`src/rtl/serial_frame_pkg.sv`:
```
package serial_frame_pkg;

  // ------------------------------------------------------------
  // Frame geometry
  // ------------------------------------------------------------
  localparam int WORD_BITS = 32;
  localparam logic [5:0] EDGE_OPTIMAL = 6'h20;
  localparam logic [5:0] EDGE_SATURATE = 6'h3F;
  localparam logic [31:0] CMD_NO_OPERATION = 32'h00000000;

  // ------------------------------------------------------------
  // Command word fields
  // ------------------------------------------------------------
  localparam int OP_MSB = 31;
  localparam int OP_LSB = 27;
  localparam int SUB_MSB = 26;
  localparam int SUB_LSB = 25;
  localparam int ADDR_MSB = 24;
  localparam int ADDR_LSB = 16;
  localparam int DATA_MSB = 15;
  localparam int DATA_LSB = 0;
  localparam logic [4:0] OPC_CLEAR_HALF = 5'h18;
  localparam logic [4:0] OPC_READ_HALF = 5'h19;
  localparam logic [4:0] OPC_READ_BYTE = 5'h09;
  localparam logic [4:0] OPC_WRITE = 5'h1A;
  localparam logic [4:0] OPC_SET_HALF = 5'h1B;
  localparam logic [1:0] WR_SUB_BOTH = 2'h0;
  localparam logic [1:0] WR_SUB_MS = 2'h1;
  localparam logic [1:0] WR_SUB_LS = 2'h2;
  localparam logic [1:0] LANES_HALF = 2'h3;
  localparam logic [1:0] LANES_MS = 2'h2;
  localparam logic [1:0] LANES_LS = 2'h1;

  // ------------------------------------------------------------
  // Timing
  // ------------------------------------------------------------
  localparam int CLK_PERIOD_NS = 50;
  localparam int T_CONV_NS = 1000;
  localparam int T_CONV_MAX_NS = 1200;
  localparam int T_D_RST_APP_NS = 1000;
  localparam int T_D_RST_POR_NS = 20000;
  localparam int T_RST_LOW_NS = 100;
  localparam int T_SCLK_HALF_NS = 200;
  localparam int CONV_CYCLES = (T_CONV_NS + CLK_PERIOD_NS - 1) / CLK_PERIOD_NS;
  localparam int CONV_MAX_CYCLES = (T_CONV_MAX_NS + CLK_PERIOD_NS - 1) / CLK_PERIOD_NS;
  localparam int RST_APP_CYCLES = (T_D_RST_APP_NS + CLK_PERIOD_NS - 1) / CLK_PERIOD_NS;
  localparam int RST_POR_CYCLES = (T_D_RST_POR_NS + CLK_PERIOD_NS - 1) / CLK_PERIOD_NS;
  localparam int RST_LOW_CYCLES = (T_RST_LOW_NS + CLK_PERIOD_NS - 1) / CLK_PERIOD_NS;
  localparam int SCLK_HALF_CYCLES = (T_SCLK_HALF_NS + CLK_PERIOD_NS - 1) / CLK_PERIOD_NS;
  localparam int COUNT_W = 16;

  // ------------------------------------------------------------
  // Types
  // ------------------------------------------------------------
  typedef enum logic [2:0] {
    DEV_RESET = 3'b001,
    DEV_ACQ = 3'b010,
    DEV_CONV = 3'b100
  } dev_state_type;

  typedef enum logic [3:0] {
    HOST_IDLE = 4'b0001,
    HOST_RESET = 4'b0010,
    HOST_FRAME = 4'b0100,
    HOST_WAIT = 4'b1000
  } host_state_type;

  typedef enum logic [2:0] {
    OPK_NONE = 3'h0,
    OPK_CLEAR = 3'h1,
    OPK_READ_HALF = 3'h2,
    OPK_READ_BYTE = 3'h3,
    OPK_WRITE = 3'h4,
    OPK_SET = 3'h5
  } cmd_op_type;

  typedef enum logic [1:0] {
    FRAME_SHORT = 2'h0,
    FRAME_OPTIMAL = 2'h1,
    FRAME_LONG = 2'h2
  } frame_class_type;

endpackage

```
`src/rtl/serial_link_if.sv`:
```
interface serial_link_if;
  logic reset_pin_n;
  logic convert_start_select;
  logic sclk;
  logic serial_in_pin;
  logic serial_out_lane0;
  logic serial_out_lane0_oe;
  logic ready_indicator;

  modport device (
    input reset_pin_n,
    input convert_start_select,
    input sclk,
    input serial_in_pin,
    output serial_out_lane0,
    output serial_out_lane0_oe,
    output ready_indicator
  );

  modport host (
    output reset_pin_n,
    output convert_start_select,
    output sclk,
    output serial_in_pin,
    input serial_out_lane0,
    input serial_out_lane0_oe,
    input ready_indicator
  );
endinterface

```
`src/rtl/serial_frame_device.sv`:
```
// Operation
// - Host loads identical config, output control low byte zero
// - Chain uses lane 0, external clock only
// - Capture shifts input pin into shifter LSB
// - Host gives exactly 32 times N edges
// - Long chained frames align each device word
// - Exactly three states: reset, acquisition, conversion
// - Host holds reset pin low minimum width
// - Kind 1: application reset, defaults, outputs off
// - Kind 0: power-on reset, then settling delay
// - Leave reset with select, clock low; ready rises
// - Reset fall to reset; select rise to conversion
// - Conversion ignores select until finished
// - Select fall: ready low, clear, load, no-op
// - Capture counts and shifts; launch drives MSB
// - Select rise: outputs off, hand command, ready low
// - Host waits ready rise or maximum conversion
// - Exactly 32 edges is optimal, command valid
// - Fewer than 32 edges is short, no-op
// - Longer frame uses last 32 bits shifted
// - Writes come only from external serial clock
// - Commands touch one byte or half word
// - Half-word commands force address LSB zero
// - Commands 32 bits, act at select rise
module serial_frame_device
  import serial_frame_pkg::*;
#(
  parameter int CONV_LEN = CONV_CYCLES,
  parameter int APP_LEN = RST_APP_CYCLES,
  parameter int POR_LEN = RST_POR_CYCLES
) (
  input wire logic mclk,
  input wire logic resetn,
  input wire logic clk_en,
  serial_link_if.device link,
  input wire logic [WORD_BITS-1:0] output_word,
  input wire logic reset_kind_select,
  output cmd_op_type cmd_op,
  output logic [8:0] cmd_addr,
  output logic [15:0] cmd_data,
  output logic [1:0] cmd_lanes,
  output logic cmd_valid,
  output frame_class_type frame_class,
  output logic frame_done,
  output logic config_reset,
  output logic por_reset,
  output logic conv_busy
);

  initial begin
    if (CONV_LEN < 1 || CONV_LEN > 65535 || APP_LEN < 1 || APP_LEN > 65535 || POR_LEN < 1 || POR_LEN > 65535) begin
      $error("serial_frame_device: delay counts must lie in 1..65535");
    end
  end

  localparam logic [COUNT_W-1:0] CONV_END = COUNT_W'(CONV_LEN - 1);
  localparam logic [COUNT_W-1:0] APP_END = COUNT_W'(APP_LEN - 1);
  localparam logic [COUNT_W-1:0] POR_END = COUNT_W'(POR_LEN - 1);

  typedef struct packed {
    dev_state_type state;
    logic cs_meta;
    logic cs_now;
    logic cs_last;
    logic sclk_meta;
    logic sclk_now;
    logic sclk_last;
    logic din_meta;
    logic din_now;
    logic rst_meta;
    logic rst_now;
    logic rst_last;
    logic kind_app;
    logic frame;
    logic [WORD_BITS-1:0] shifter;
    logic [5:0] edges;
    logic out_bit;
    logic out_oe;
    logic ready;
    logic [COUNT_W-1:0] wait_count;
    logic [WORD_BITS-1:0] pending;
    cmd_op_type op;
    logic [8:0] addr;
    logic [15:0] data;
    logic [1:0] lanes;
    logic cmd_valid;
    frame_class_type fclass;
    logic frame_done;
    logic config_reset;
    logic por_reset;
  } dev_reg_type;

  localparam dev_reg_type RESET_VALUE = '{state: DEV_RESET, op: OPK_NONE, fclass: FRAME_SHORT, default: '0};

  dev_reg_type r;
  dev_reg_type next_r;

  // ------------------------------------------------------------
  // Command decode
  // ------------------------------------------------------------
  function automatic cmd_op_type decode_op(input logic [WORD_BITS-1:0] w);
    cmd_op_type op;
    op = OPK_NONE;
    case (w[OP_MSB:OP_LSB])
      OPC_CLEAR_HALF: op = OPK_CLEAR;
      OPC_READ_HALF: op = OPK_READ_HALF;
      OPC_READ_BYTE: op = OPK_READ_BYTE;
      OPC_SET_HALF: op = OPK_SET;
      OPC_WRITE: begin
        if (w[SUB_MSB:SUB_LSB] != 2'h3) begin
          op = OPK_WRITE;
        end
      end
      default: op = OPK_NONE;
    endcase
    return op;
  endfunction

  function automatic logic [1:0] decode_lanes(input logic [WORD_BITS-1:0] w, input cmd_op_type op);
    logic [1:0] lanes;
    lanes = LANES_HALF;
    if (op == OPK_READ_BYTE) begin
      lanes = LANES_LS;
    end else if (op == OPK_WRITE && w[SUB_MSB:SUB_LSB] == WR_SUB_MS) begin
      lanes = LANES_MS;
    end else if (op == OPK_WRITE && w[SUB_MSB:SUB_LSB] == WR_SUB_LS) begin
      lanes = LANES_LS;
    end else if (op == OPK_NONE) begin
      lanes = 2'h0;
    end
    return lanes;
  endfunction

  // ------------------------------------------------------------
  // Next state
  // ------------------------------------------------------------
  logic cs_rise;
  logic cs_fall;
  logic sclk_rise;
  logic sclk_fall;
  cmd_op_type new_op;

  always_comb begin
    next_r = r;
    next_r.cmd_valid = 1'b0;
    next_r.frame_done = 1'b0;
    next_r.config_reset = 1'b0;
    next_r.por_reset = 1'b0;
    next_r.cs_meta = link.convert_start_select;
    next_r.cs_now = r.cs_meta;
    next_r.cs_last = r.cs_now;
    next_r.sclk_meta = link.sclk;
    next_r.sclk_now = r.sclk_meta;
    next_r.sclk_last = r.sclk_now;
    next_r.din_meta = link.serial_in_pin;
    next_r.din_now = r.din_meta;
    next_r.rst_meta = link.reset_pin_n;
    next_r.rst_now = r.rst_meta;
    next_r.rst_last = r.rst_now;
    cs_rise = r.cs_now & ~r.cs_last;
    cs_fall = ~r.cs_now & r.cs_last;
    sclk_rise = r.sclk_now & ~r.sclk_last;
    sclk_fall = ~r.sclk_now & r.sclk_last;
    new_op = decode_op(r.shifter);
    if (!r.rst_now) begin
      next_r.state = DEV_RESET;
      next_r.ready = 1'b0;
      next_r.out_oe = 1'b0;
      next_r.frame = 1'b0;
      next_r.wait_count = '0;
      next_r.pending = CMD_NO_OPERATION;
      if (r.rst_last) begin
        next_r.kind_app = reset_kind_select;
        next_r.config_reset = reset_kind_select;
        next_r.por_reset = ~reset_kind_select;
      end
    end else begin
      case (r.state)
        DEV_RESET: begin
          if (r.cs_now || r.sclk_now) begin
            next_r.wait_count = '0;
          end else if (r.wait_count == (r.kind_app ? APP_END : POR_END)) begin
            next_r.state = DEV_ACQ;
            next_r.ready = 1'b1;
            next_r.wait_count = '0;
          end else begin
            next_r.wait_count = r.wait_count + 1'b1;
          end
        end
        DEV_ACQ: begin
          if (cs_fall) begin
            next_r.frame = 1'b1;
            next_r.ready = 1'b0;
            next_r.edges = '0;
            next_r.shifter = output_word;
            next_r.out_bit = output_word[WORD_BITS-1];
            next_r.out_oe = 1'b1;
            next_r.pending = CMD_NO_OPERATION;
          end else if (cs_rise) begin
            next_r.state = DEV_CONV;
            next_r.frame = 1'b0;
            next_r.out_oe = 1'b0;
            next_r.ready = 1'b0;
            next_r.wait_count = '0;
            next_r.frame_done = 1'b1;
            if (r.frame && r.edges >= EDGE_OPTIMAL) begin
              next_r.pending = r.shifter;
              next_r.fclass = (r.edges == EDGE_OPTIMAL) ? FRAME_OPTIMAL : FRAME_LONG;
              next_r.op = new_op;
              next_r.addr = r.shifter[ADDR_MSB:ADDR_LSB];
              if (new_op != OPK_READ_BYTE) begin
                next_r.addr[0] = 1'b0;
              end
              next_r.data = r.shifter[DATA_MSB:DATA_LSB];
              next_r.lanes = decode_lanes(r.shifter, new_op);
              next_r.cmd_valid = 1'b1;
            end else begin
              next_r.pending = CMD_NO_OPERATION;
              next_r.fclass = FRAME_SHORT;
            end
          end else if (r.frame) begin
            if (sclk_rise) begin
              next_r.shifter = {r.shifter[WORD_BITS-2:0], r.din_now};
              if (r.edges != EDGE_SATURATE) begin
                next_r.edges = r.edges + 1'b1;
              end
            end
            if (sclk_fall) begin
              next_r.out_bit = r.shifter[WORD_BITS-1];
            end
          end
        end
        DEV_CONV: begin
          if (r.wait_count == CONV_END) begin
            next_r.state = DEV_ACQ;
            next_r.ready = 1'b1;
            next_r.wait_count = '0;
          end else begin
            next_r.wait_count = r.wait_count + 1'b1;
          end
        end
        default: begin
          next_r.state = DEV_RESET;
        end
      endcase
    end
  end

  always_ff @(posedge mclk) begin
    if (!resetn) begin
      r <= RESET_VALUE;
    end else if (clk_en) begin
      r <= next_r;
    end
  end

  // ------------------------------------------------------------
  // Outputs
  // ------------------------------------------------------------
  assign link.serial_out_lane0 = r.out_bit;
  assign link.serial_out_lane0_oe = r.out_oe;
  assign link.ready_indicator = r.ready;
  assign cmd_op = r.op;
  assign cmd_addr = r.addr;
  assign cmd_data = r.data;
  assign cmd_lanes = r.lanes;
  assign cmd_valid = r.cmd_valid;
  assign frame_class = r.fclass;
  assign frame_done = r.frame_done;
  assign config_reset = r.config_reset;
  assign por_reset = r.por_reset;
  assign conv_busy = (r.state == DEV_CONV);

endmodule

```
`src/flat_wrapper.sv`:
```
// flat-port wrapper written by rule: the top's interface ports become plain ports
module serial_frame_device_flat import serial_frame_pkg::*;
#(
  parameter int CONV_LEN = CONV_CYCLES,
  parameter int APP_LEN = RST_APP_CYCLES,
  parameter int POR_LEN = RST_POR_CYCLES
)
  (mclk, resetn, clk_en, output_word, reset_kind_select, cmd_op, cmd_addr, cmd_data, cmd_lanes, cmd_valid, frame_class, frame_done, config_reset, por_reset, conv_busy, link_reset_pin_n, link_convert_start_select, link_sclk, link_serial_in_pin, link_serial_out_lane0, link_serial_out_lane0_oe, link_ready_indicator);
  serial_link_if link_i ();
  input wire logic mclk;
  input wire logic resetn;
  input wire logic clk_en;
  input wire logic [WORD_BITS-1:0] output_word;
  input wire logic reset_kind_select;
  output cmd_op_type cmd_op;
  output logic [8:0] cmd_addr;
  output logic [15:0] cmd_data;
  output logic [1:0] cmd_lanes;
  output logic cmd_valid;
  output frame_class_type frame_class;
  output logic frame_done;
  output logic config_reset;
  output logic por_reset;
  output logic conv_busy;
  input wire logic [$bits(link_i.reset_pin_n)-1:0] link_reset_pin_n;
  input wire logic [$bits(link_i.convert_start_select)-1:0] link_convert_start_select;
  input wire logic [$bits(link_i.sclk)-1:0] link_sclk;
  input wire logic [$bits(link_i.serial_in_pin)-1:0] link_serial_in_pin;
  output wire logic [$bits(link_i.serial_out_lane0)-1:0] link_serial_out_lane0;
  output wire logic [$bits(link_i.serial_out_lane0_oe)-1:0] link_serial_out_lane0_oe;
  output wire logic [$bits(link_i.ready_indicator)-1:0] link_ready_indicator;
  assign link_i.reset_pin_n = link_reset_pin_n;
  assign link_i.convert_start_select = link_convert_start_select;
  assign link_i.sclk = link_sclk;
  assign link_i.serial_in_pin = link_serial_in_pin;
  assign link_serial_out_lane0 = link_i.serial_out_lane0;
  assign link_serial_out_lane0_oe = link_i.serial_out_lane0_oe;
  assign link_ready_indicator = link_i.ready_indicator;
  serial_frame_device #(.CONV_LEN(CONV_LEN), .APP_LEN(APP_LEN), .POR_LEN(POR_LEN)) u_core (.mclk(mclk), .resetn(resetn), .clk_en(clk_en), .link(link_i), .output_word(output_word), .reset_kind_select(reset_kind_select), .cmd_op(cmd_op), .cmd_addr(cmd_addr), .cmd_data(cmd_data), .cmd_lanes(cmd_lanes), .cmd_valid(cmd_valid), .frame_class(frame_class), .frame_done(frame_done), .config_reset(config_reset), .por_reset(por_reset), .conv_busy(conv_busy));
endmodule
```
`config.mk`:
```
export PLATFORM = sky130hd
export DESIGN_NAME = serial_frame_device_flat
export DESIGN_NICKNAME = d
export VERILOG_FILES = /design/src/rtl/serial_frame_pkg.sv /design/src/rtl/serial_link_if.sv /design/src/rtl/serial_frame_device.sv /design/src/flat_wrapper.sv
export SDC_FILE = /design/constraint.sdc
export NUM_CORES = 1
export LEC_CHECK = 0
export ABC_CLOCK_PERIOD_IN_PS = 2400
export BUFFER_PORTS_ARGS = -buffer_cell sky130_fd_sc_hd__buf_2
export CAP_MARGIN = 5
export CORE_UTILIZATION = 50
export DETAILED_ROUTE_END_ITERATION = 8
export MAX_ROUTING_LAYER = met4
export PLACE_DENSITY = 0.75
export SYNTH_ARGS = -nofsm -noshare
export SYNTH_HDL_FRONTEND = slang
export SYNTH_SLANG_ARGS = --single-unit
```
`constraint.sdc`:
```
create_clock -name mclk -period 2.4 [get_ports mclk]
set_clock_uncertainty 0.2 [all_clocks]
set_input_delay 0.6 -clock mclk [delete_from_list [all_inputs] [get_ports mclk]]
set_output_delay 0.6 -clock mclk [all_outputs]
set_load 0.1 [all_outputs]
```
Word level (Yosys, flattened, before mapping)
Cells that the tools add are included.
Cells by class
  add/sub/neg operators: 2
  $lt $le $gt $ge: 1
  eq/ne operators: 28
  multiplexer cells: 44
  bitwise operators: 11
  reductions and logical operators: 19
Operators with widths (number)
  $mux 84: 1
  $mux 39: 2
  $mux 66: 1
  $mux 16: 4
  $mux 32: 2
  $pmux 17 s3: 1
  $mux 50: 1
  $mux 42: 1
  $mux 41: 1
  $mux 38: 1
  $mux 34: 1
  $mux 31: 1
  $reduce_and 6->1: 5
  $mux 3: 7
  $eq 5x5->1 const B: 4
  $ne 3x3->1 const B: 6
  $add 16x1->16 const B: 1
  $eq 16x16->1: 1
  $eq 16x5->1 const B: 1
  $mux 2: 8
  $pmux 3 s5: 1
  $mux 9: 1
  $pmux 3 s3: 1
  $ne 4x4->1 const B: 2
  25 further kinds: 50
Word-level totals
  register bits: 109
  input port bits: 40
  output and inout port bits: 40
  word-level logic and storage cells: 134

Depth between registers and ports, before layout
Gate-level depths: netlist of the first run.
  depth after elaboration: 13
  depth in mapped cells: 9
  gate-level depth less buffers: 8

Worst setup path before layout of the first run
Ideal clock, no wire load.
  path type: flip-flop to flip-flop
  start: register u_core.r[138] (netlist name)
  end: register u_core.r[71] (netlist name)
  library setup time: 0.075 ns
  arrival time: 3.830 ns
  required time: 2.125 ns
  slack: -1.705 ns
  cell stages (with the launch flop): 8
  path buffers: 1
  period minus slack after synthesis: 4.105 ns
  cell sequence: dfxtp_1 > clkbuf_1 > nor3b_1 > and2_1 > o21ai_2 > o21ai_1 > nand3_1 > o22ai_1
Between the ends
  longest elaborated chain between the ends: 3
  elaborated cells on any way between the ends: 9
  those cells by class: eq/ne (6); mux (2); reduce/logical (1)
Ends and longest elaborated chain
  start, declared: line serial_frame_device.sv:95  | dev_reg_type r;
  start signal, assigned: line serial_frame_device.sv:253  | r <= next_r;
  $eq 3x3->1 *
  named net conv_busy: line flat_wrapper.sv:24  | output logic conv_busy;
  $ne 4x4->1 (no line) / $pmux 17 s3 (equally long branches)
  $reduce_and 4->1 (no line) / $mux 50 (equally long branches)
Mark *: on every way through the listed nets, which the timed path passes. The rest lies on a longest branch.
A chain may end at the register's enable or synchronous reset.

Worst setup path after layout of the first run
  start: register u_core.r[70] (netlist name)
  end: register u_core.r (netlist bit u_core.link.ready_indicator)
Between the ends
  longest elaborated chain between the ends: 3
  elaborated cells on any way between the ends: 5
  those cells by class: eq/ne (4); reduce/logical (1)
Ends and longest elaborated chain (line)
  $eq 16x16->1 / $eq 16x5->1 (equally long branches): serial_frame_device.sv:182, serial_frame_device.sv:234
  $ne 3x3->1 (no line)
  $reduce_and 6->1 (no line) *
Mark *: on every way between the ends. The rest lies on a longest branch, timed or not.

==> flow_summary.ini, run 1 <==
[placement]
gp_congestion = 0.845
pre_cts_ws_ps = -25.4
place.port_buffers = 79
hpwl_um = 7510

[clock_network]
tritoncts = yes
worstSkewPairLatency_ps = 370
max-clock-path-buffers = 2
cts-root-buf = sky130_fd_sc_hd__clkbuf_8
clock_input_transition_at_the_sequential_cells_of_the_worst_setup_and_hold_paths_ps = 100
cts_max_level = 3
tritoncts_num_sinks = 108
cts_hold_buf = 0
cts_made_buffers = 9

[routing]
number_of_search_and_repair_iterations_in_the_first_detailed_routing_pass = 4
routedWlPerCell_um = 13.6
viasPerCell = 5.24
drt_drc_violations_left = 0
route.vias.total = 4084
total_wirelength_um = 10600
ant_nets = 0
drt_iter0_drc = 152

[run]
max_cap_viol_count = 0

[critical_path]
cp-start-kind = register
worstPathMaxFanout = 5
worst-endpoint-required_ps = 2500
data_arrival_time_at_the_worst_slack_endpoint_ps = 2450
setup.worst_path.class = register to register
endpoint_kind = register

[global_routing]
total_global_routing_overflow = 0
maximum_number_of_pins_on_one_net_before_global_route_repair = 51
grt_util_all_layers_pct = 21.4
grt_pass1_vias = 3763
grt_first_pass_wirelength_um = 17000
grt_antenna_before_repair = 0

[logic_synthesis]
synth_top_family_by_area = simple AND/OR/NAND/NOR gates
synth.yosys.seq_area_share_pct = 43.1
synthesis.area_mm2 = 0.00501
yosys_warnings = 0
synth_compound_gate_area_share_pct = 14.9
postSynthNetCount = 638
count_of_flip_flops_with_a_built_in_enable_after_synthesis = 0
synth_fa_ha_area_share_pct = 1.25
ys_ff_latch = 108
synth.lib_cells_used.distinct = 49
post_synth_xor_area_fraction_pct = 2.62
post_synth_mux_area_share_pct = 8.58
asyncSetResetFlopFracSynth_pct = 0
syn_inst = 593
postSynthAreaPerCell_um2 = 8.45
synth_top_flop_cell = sky130_fd_sc_hd__dfxtp_1
yosys.area_share.simple_pct = 20.6

[timing]
layout_min_cycle_time_ps = 2350
holdWs_ps = 255
rsz0062_at_grt = yes
fmax_mhz = 425
finalSetupTns_ps = 0
finalMaxSlewViolations = 0
timing.final.ws_setup_ps = 49.5
worstMarginPinSlew_ps = 652
finalSetupViolations = 0
max-slew-margin-rel_pct = 56.5
post-route-period-util_pct = 97.9
timing_hold_violations_final = 0

[power]
max-vdd-ir-drop_mv = 0.290
leakage_power_total_nw = 2.01
p_per_area_mw_per_mm2 = 541
power_after_layout_mw = 3.08

[layout]
area_growth_syn_to_layout_pct = 13.6
fillCellCount = 881
multi_input_comb_area_mm2 = 0.00247
num_antenna_cells = 0
layout_cells_sized_above_1_pct = 22.4
most_frequent_standard_cell_in_the_layout_excluding_fill_and_tap_cells = sky130_fd_sc_hd__dfxtp_1
finish.net_count = 687
final_cell_mix = 105 x sky130_fd_sc_hd__dfxtp_1, 79 x sky130_fd_sc_hd__nand2_1, 78 x sky130_fd_sc_hd__buf_2
register_area_mm2 = 0.00217

[floorplanning]
coreArea_mm2 = 0.00973
die_height_um = 102
initial_utilization_pct = 51.5
fp.dieW_um = 102
rows = 36
io_pins = 80
design.die.area_mm2 = 0.0104

[min_path]
worst_hold_path_type = register to register

[run_status]
run_status = finished, final reports clean
## power breakdown
| group | internal (mW) | switching [mW] | leakage [nW] |
|---|---|---|---|
| sequential | 1.80 | 0.00751 | 0.873 |
| combinational | 0.0594 | 0.0836 | 1.04 |
| clock | 0.520 | 0.616 | 0.0976 |
| total | 2.38 | 0.708 | 2.01 |
## cell families after synthesis
logic type               count (synthesis)
buffers and inverters                   83
XOR/XNOR                                15
flip-flops                             108
adder cells (fa/ha/maj)                  5
multiplexers                            43
AND/OR/NAND/NOR                        224
AO/OA/AOI/OAI                          115
## per-layer routing
| metal | GRT usage (%) | part of all wire (%) | up-vias |
|---|---|---|---|
| li1 | - | - | 2106 |
| met1 | 26.9 | 48 | 1901 |
| met2 | 34.3 | 48 | 69 |
| met3 | 3.63 | 2.9 | 8 |
| met4 | 8.24 | 1.2 | 0 |
| met5 | - | 0 | - |
## synthesized netlist by cell type (6+ instances only)
| library cell | n | area, µm² |
|---|---|---|
| sky130_fd_sc_hd__a211oi_1 | 33 | 248 |
| sky130_fd_sc_hd__a21oi_1 | 49 | 245 |
| sky130_fd_sc_hd__and3_1 | 6 | 37.5 |
| sky130_fd_sc_hd__buf_1 | 7 | 26.3 |
| sky130_fd_sc_hd__buf_2 | 9 | 45.0 |
| sky130_fd_sc_hd__buf_4 | 33 | 248 |
| sky130_fd_sc_hd__clkbuf_1 | 21 | 78.8 |
| sky130_fd_sc_hd__dfxtp_1 | 108 | 2160 |
| sky130_fd_sc_hd__inv_1 | 12 | 45.0 |
| sky130_fd_sc_hd__mux2i_1 | 43 | 430 |
| sky130_fd_sc_hd__nand2_1 | 80 | 300 |
| sky130_fd_sc_hd__nand2b_1 | 10 | 62.6 |
| sky130_fd_sc_hd__nand3_1 | 17 | 85.1 |
| sky130_fd_sc_hd__nor2_1 | 70 | 263 |
| sky130_fd_sc_hd__nor2b_1 | 7 | 43.8 |
| sky130_fd_sc_hd__nor4_1 | 7 | 43.8 |
| sky130_fd_sc_hd__o21ai_0 | 6 | 30.0 |
| sky130_fd_sc_hd__xnor2_1 | 12 | 105 |
## metrics by stage
stage | util [%] | std cells | instance area (µm²)
CTS | 58.0 | 777 | 5640
floorplan | - | 593 | 5050
global route | 58.6 | 780 | 5700
finish | 58.6 | 780 | 5700
detailed placement | 55.9 | 761 | 5440
global placement | 55.9 | 761 | 5440
## worst paths after layout
| check | startpoint | end | slack [ps] | cells past startpoint |
|---|---|---|---|---|
| min reg2reg | u_core.cmd_data[14]$_SDFFE_PN0P_ | u_core.cmd_data[14]$_SDFFE_PN0P_ | 260 | 2 |
| max | u_core.r[70]$_SDFFE_PN0P_ | u_core.link.ready_indicator$_SDFFE_PN0P_ | 50 | 6 |
| max reg2reg | u_core.r[70]$_SDFFE_PN0P_ | u_core.link.ready_indicator$_SDFFE_PN0P_ | 50 | 6 |
| min | u_core.cmd_data[14]$_SDFFE_PN0P_ | u_core.cmd_data[14]$_SDFFE_PN0P_ | 260 | 2 |
## final cells by class
class	count	share of cell area [%]
timing repair buffer	108	11.2
multi-input combinational	402	43.4
inverter	13	0.857
clock inverter	4	0.966
tap	133	2.92
sequential	108	38.1
clock buffer	12	2.55
## sequential cells by signal, indices dropped and copies added, names as in the netlist
signal	cells
u_core.frame_done	1
u_core.frame_class	2
u_core.r	62
u_core.cmd_data	16
u_core.cmd_addr	9
u_core.cmd_valid	1
u_core.link.serial_out_lane0	1
u_core.cmd_op	3
u_core.link.ready_indicator	1
u_core.next_r	7
u_core.config_reset	1
u_core.por_reset	1
u_core.link.serial_out_lane0_oe	1
u_core.cmd_lanes	2
## critical path, stage by stage, from the launching register on
cell and delay, ps:
sky130_fd_sc_hd__dfxtp_4 380, sky130_fd_sc_hd__nand2_1 50, sky130_fd_sc_hd__or4_4 500, sky130_fd_sc_hd__a2111oi_4 310, sky130_fd_sc_hd__o211ai_2 170, sky130_fd_sc_hd__or4b_4 510
sky130_fd_sc_hd__a21oi_1 140
## timing repair
action,CTS,global route
setup buffers,0,3
endpoints found under the hold margin,0,0
endpoints found under the setup margin,2,30
resized for setup,3,9
pin swaps,0,2
No activity file was read; power rests on OpenSTA's default activity.
==> run 2, diff against run 1 <==
--- a/config.mk
+++ b/config.mk
@@ -5,13 +5,14 @@
 export SDC_FILE = /design/constraint.sdc
 export NUM_CORES = 1
 export LEC_CHECK = 0
-export ABC_CLOCK_PERIOD_IN_PS = 2400
+export ABC_CLOCK_PERIOD_IN_PS = 2600
 export BUFFER_PORTS_ARGS = -buffer_cell sky130_fd_sc_hd__buf_2
 export CAP_MARGIN = 5
 export CORE_UTILIZATION = 50
 export DETAILED_ROUTE_END_ITERATION = 8
 export MAX_ROUTING_LAYER = met4
-export PLACE_DENSITY = 0.75
+export PLACE_DENSITY = 0.72
+export SETUP_SLACK_MARGIN = 0.2
 export SYNTH_ARGS = -nofsm -noshare
 export SYNTH_HDL_FRONTEND = slang
 export SYNTH_SLANG_ARGS = --single-unit
==> constraint.sdc (replaced) <==
create_clock -name mclk -period 2.6 [get_ports mclk]
set_clock_uncertainty 0.2 [all_clocks]
set_input_delay 0.65 -clock mclk [delete_from_list [all_inputs] [get_ports mclk]]
set_output_delay 0.65 -clock mclk [all_outputs]
set_load 0.1 [all_outputs]
==> flow_summary.ini, run 2 (synthesized netlist as in run 1, its figures left out) <==
[global_routing]
grt_antenna_before_repair = 0
total_global_routing_overflow = 0
grt_pass1_vias = 3779
maximum_number_of_pins_on_one_net_before_global_route_repair = 74
grt_first_pass_wirelength_um = 17000
grt_util_all_layers_pct = 21.4

[routing]
number_of_search_and_repair_iterations_in_the_first_detailed_routing_pass = 4
drt_iter0_drc = 173
drt_drc_violations_left = 0
route.vias.total = 4058
total_wirelength_um = 10400
viasPerCell = 5.27
routedWlPerCell_um = 13.4
ant_nets = 0

[timing]
timing.final.ws_setup_ps = 265
finalSetupViolations = 0
finalMaxSlewViolations = 0
post-route-period-util_pct = 89.8
finalSetupTns_ps = 0
timing_hold_violations_final = 0
rsz0062_at_grt = yes
layout_min_cycle_time_ps = 2340
worstMarginPinSlew_ps = 504
max-slew-margin-rel_pct = 66.7
fmax_mhz = 428

[clock_network]
cts_made_buffers = 9
tritoncts = yes
cts_max_level = 3
tritoncts_num_sinks = 108
cts_hold_buf = 0
max-clock-path-buffers = 2
clock_input_transition_at_the_sequential_cells_of_the_worst_setup_and_hold_paths_ps = 110
cts-root-buf = sky130_fd_sc_hd__clkbuf_8
worstSkewPairLatency_ps = 380

[floorplanning]
io_pins = 80
die_height_um = 102
initial_utilization_pct = 51.5
fp.dieW_um = 102
design.die.area_mm2 = 0.0104
rows = 36
coreArea_mm2 = 0.00973

[layout]
register_area_mm2 = 0.00217
finish.net_count = 677
final_cell_mix = 103 x sky130_fd_sc_hd__dfxtp_1, 79 x sky130_fd_sc_hd__nand2_1, 78 x sky130_fd_sc_hd__buf_2
num_antenna_cells = 0
fillCellCount = 900
layout_cells_sized_above_1_pct = 21.7
area_growth_syn_to_layout_pct = 12.3
regMostFlops = u_core.r
multi_input_comb_area_mm2 = 0.00248
most_frequent_standard_cell_in_the_layout_excluding_fill_and_tap_cells = sky130_fd_sc_hd__dfxtp_1
largest_register_ffs = 62

[critical_path]
critical-path-max-stage-delay_ps = 500
endpoint_kind = register
setup.worst_path.class = register to register
critical_path.n_buffers_inverters = 0
worst-endpoint-required_ps = 2710
cp-start-kind = register
cpMaxStageDelayCell = sky130_fd_sc_hd__or4_4
worstPathMaxFanout = 10
worst_path_dominant_cell_family = simple AND/OR/NAND/NOR gates
data_arrival_time_at_the_worst_slack_endpoint_ps = 2450
cp_cell_sequence = nand2_1 -> or4_4 -> a2111oi_4 -> o211ai_2 -> or4b_1 -> a21oi_1

[run]
max_cap_viol_count = 0

[placement]
pre_cts_ws_ps = 156
gp_congestion = 0.814
hpwl_um = 7170
place.port_buffers = 79

[min_path]
worst_hold_path_type = register to register

[power]
p_per_area_mw_per_mm2 = 492
leakage_power_total_nw = 1.96
max-vdd-ir-drop_mv = 0.269

[run_status]
run_status = finished, final reports clean
run 2: what timing repair did:
item / CTS / global route
pin swaps: 0 / 3
buffers inserted: 0 / 3
endpoints found under the setup margin: 13 / 50
resized for setup: 7 / 8
endpoints found under the hold margin: 0 / 0
run 2: routing by layer:
metal  part of all wire (%)  GRT usage (%)  wire length, µm  up-vias
met2                     47           33.6             4840       73
met1                     48           27.1             4980     1876
met5                      0              -                0        -
li1                       -              -                -     2098
met4                    1.5           8.24              159        0
met3                    3.6           4.24              371       11
run 2: final timing paths:
check / start / end / slack (ps) / cells after the start
worst max-delay path: u_core.r[70]$_SDFFE_PN0P_ / u_core.link.ready_indicator$_SDFFE_PN0P_ / 260 / 6
worst min-delay path: u_core.cmd_addr[0]$_SDFFE_PN0P_ / u_core.cmd_addr[0]$_SDFFE_PN0P_ / 260 / 2
worst min register to register: u_core.cmd_addr[0]$_SDFFE_PN0P_ / u_core.cmd_addr[0]$_SDFFE_PN0P_ / 260 / 2
worst max register to register: u_core.r[70]$_SDFFE_PN0P_ / u_core.link.ready_indicator$_SDFFE_PN0P_ / 260 / 6
run 2: power breakdown:
group | internal (mW) | switching, mW
clock | 0.383 | 0.592
combinational | 0.0546 | 0.0756
sequential | 1.66 | 0.00758
total | 2.10 | 0.675
run 2: cell type report:
| class | instances | area share (%) |
|---|---|---|
| Clock buffer | 10 | 2.44 |
| Clock inverter | 6 | 0.822 |
| Inverter | 13 | 0.867 |
| Multi-Input combinational cell | 402 | 44.0 |
| Sequential cell | 108 | 38.6 |
| Tap cell | 133 | 2.96 |
| Timing Repair Buffer | 98 | 10.3 |
run 2: stage by stage:
step | std cells | utilization [%] | total power, mW | hold slack (ps) | cell area [µm²]
floorplan | 593 | - | 1.78 | 232 | 5050
global placement | 751 | 55.2 | 1.83 | 237 | 5370
detailed placement | 751 | 55.2 | 1.83 | 244 | 5370
CTS | 767 | 57.3 | 2.80 | 259 | 5580
global route | 770 | 57.9 | 2.87 | 279 | 5630
finish | 770 | 57.9 | 2.77 | 257 | 5630
run 2: worst register-to-register path: cells and delay by family (launching register included):
| kind | cells | cell delay [ps] |
|---|---|---|
| AO/OA/AOI/OAI | 3 | 600 |
| flip-flops | 1 | 410 |
| AND/OR/NAND/NOR | 3 | 1060 |
==> run 3, diff against run 2 <==
--- a/config.mk
+++ b/config.mk
@@ -5,13 +5,13 @@
 export SDC_FILE = /design/constraint.sdc
 export NUM_CORES = 1
 export LEC_CHECK = 0
-export ABC_CLOCK_PERIOD_IN_PS = 2600
+export ABC_CLOCK_PERIOD_IN_PS = 2050
 export BUFFER_PORTS_ARGS = -buffer_cell sky130_fd_sc_hd__buf_2
 export CAP_MARGIN = 5
 export CORE_UTILIZATION = 50
 export DETAILED_ROUTE_END_ITERATION = 8
 export MAX_ROUTING_LAYER = met4
-export PLACE_DENSITY = 0.72
+export PLACE_DENSITY = 0.75
 export SETUP_SLACK_MARGIN = 0.2
 export SYNTH_ARGS = -nofsm -noshare
 export SYNTH_HDL_FRONTEND = slang
==> constraint.sdc (replaced) <==
create_clock -name mclk -period 2.05 [get_ports mclk]
set_clock_uncertainty 0.2 [all_clocks]
set_input_delay 0.5125 -clock mclk [delete_from_list [all_inputs] [get_ports mclk]]
set_output_delay 0.5125 -clock mclk [all_outputs]
set_load 0.1 [all_outputs]
==> flow_summary.ini, run 3 (synthesized netlist as in run 1, its figures left out) <==
[timing]
finalSetupTns_ps = -7900
layout_min_cycle_time_ps = 2340
timing.final.ws_setup_ps = -290
holdWs_ps = 149
timing_hold_violations_final = 0
fmax_mhz = 427
finalSetupViolations = 89
post-route-period-util_pct = 114
max-slew-margin-rel_pct = 69.7
finalMaxSlewViolations = 0
rsz0062_at_grt = yes
worstMarginPinSlew_ps = 451

[routing]
drt_drc_violations_left = 0
ant_nets = 0
viasPerCell = 6.08
number_of_search_and_repair_iterations_in_the_first_detailed_routing_pass = 5
total_wirelength_um = 17700
route.vias.total = 5172
drt_iter0_drc = 350
routedWlPerCell_um = 20.8

[global_routing]
grt_first_pass_wirelength_um = 23900
maximum_number_of_pins_on_one_net_before_global_route_repair = 48
grt_util_all_layers_pct = 30.3
grt_antenna_before_repair = 0
grt_pass1_vias = 4868
total_global_routing_overflow = 0

[power]
max-vdd-ir-drop_mv = 0.476
p_per_area_mw_per_mm2 = 487
leakage_power_total_nw = 2.78
power_after_layout_mw = 3.68

[clock_network]
tritoncts = yes
tritoncts_num_sinks = 108
max-clock-path-buffers = 2
cts_made_buffers = 9
worstSkewPairLatency_ps = 390
clock_input_transition_at_the_sequential_cells_of_the_worst_setup_and_hold_paths_ps = 120
cts_max_level = 3
cts-root-buf = sky130_fd_sc_hd__clkbuf_8

[floorplanning]
initial_utilization_pct = 51.5
coreArea_mm2 = 0.00973
rows = 36
design.die.area_mm2 = 0.0104
io_pins = 80
fp.dieW_um = 102
die_height_um = 102

[layout]
largest_register_ffs = 62
post-route-cell-area_mm2 = 0.00755
finished_core_util_pct = 77.6
layout_cells_sized_above_1_pct = 48.0
num_antenna_cells = 0
final_cell_mix = 98 x sky130_fd_sc_hd__dfxtp_1, 74 x sky130_fd_sc_hd__buf_4, 62 x sky130_fd_sc_hd__nor2_1
most_frequent_standard_cell_in_the_layout_excluding_fill_and_tap_cells = sky130_fd_sc_hd__dfxtp_1
area_growth_syn_to_layout_pct = 50.6
multi_input_comb_area_mm2 = 0.00317
finish.net_count = 757
fillCellCount = 574
register_area_mm2 = 0.00217
non_filler_cells_final = 850
regMostFlops = u_core.r

[placement]
hpwl_um = 7790
gp_congestion = 0.877
place_inst = 790
place.port_buffers = 79
cell_area_after_placement_mm2 = 0.00581
pre_cts_ws_ps = -253

[critical_path]
worstPathMaxFanout = 3
start_of_the_worst_register_to_register_path = u_core.r[71]$_SDFFE_PN0P_
data_arrival_time_at_the_worst_slack_endpoint_ps = 2460
setup.worst_path.class = register to register
endpoint_kind = register
cp-start-kind = register
r2r_cells = 6
worst-endpoint-required_ps = 2170
rrSetupSlack_ps = -290
r2r-end = u_core.link.ready_indicator$_SDFFE_PN0P_

[min_path]
worst_hold_path_type = primary input to register
worst_hold_path.endpoint = u_core.next_r[130]$_SDFFE_PN0P_
hold_depth = 3
hold_path.startpoint = link_serial_in_pin

[run_status]
run_status = finished, violations left
failing_checks = negative setup slack

[run]
max_cap_viol_count = 0
run 3: layout make-up:
type,instances,area share (%)
Sequential cell,108,28.8
Clock inverter,6,0.679
Clock buffer,10,1.82
Tap cell,133,2.20
Multi-Input combinational cell,402,42.0
Inverter,13,0.646
Timing Repair Buffer,178,23.9
run 3: worst max path at each step:
stage,endpoint,start,slack [ps],cells after the start
final,u_core.link.ready_indicator$_SDFFE_PN0P_,u_core.r[71]$_SDFFE_PN0P_,-290,6
after global routing,u_core.link.ready_indicator$_SDFFE_PN0P_,u_core.r[71]$_SDFFE_PN0P_,-360,6
after CTS,u_core.link.ready_indicator$_SDFFE_PN0P_,u_core.r[71]$_SDFFE_PN0P_,-220,6
after detailed placement,u_core.r[138]$_SDFFE_PN1P_,u_core.r[71]$_SDFFE_PN0P_,-250,7
after global placement,u_core.link.ready_indicator$_SDFFE_PN0P_,u_core.r[71]$_SDFFE_PN0P_,-190,6
after floorplan,u_core.r[71]$_SDFFE_PN0P_,u_core.r[138]$_SDFFE_PN1P_,-300,7
run 3: timing repair:
item | 4_1_cts | 5_1_grt
hold buffers | 0 | 0
buffers inserted | 25 | 7
gates resized for setup | 155 | 96
cloned | 12 | 0
pin swaps | 38 | 29
setup endpoints to repair | 125 | 104
run 3: critical path, stage by stage (launching register included):
cell	delay, ps
sky130_fd_sc_hd__dfxtp_2	360
sky130_fd_sc_hd__nand2_1	60
sky130_fd_sc_hd__or4_4	510
sky130_fd_sc_hd__a2111oi_4	330
sky130_fd_sc_hd__o211ai_2	140
sky130_fd_sc_hd__or4b_4	540
sky130_fd_sc_hd__a21oi_2	160
run 3: where the power goes:
group          switching [mW]  internal (mW)
sequential             0.0101           2.11
clock                   0.829          0.499
combinational           0.134         0.0970
total                   0.973           2.70
run 3: metal layers:
metal / wire length [µm] / global-route usage [%]
met2: 8670 / 50.8
met5: 0 / -
met4: 1060 / 15.2
met3: 1390 / 6.22
met1: 6570 / 34.4
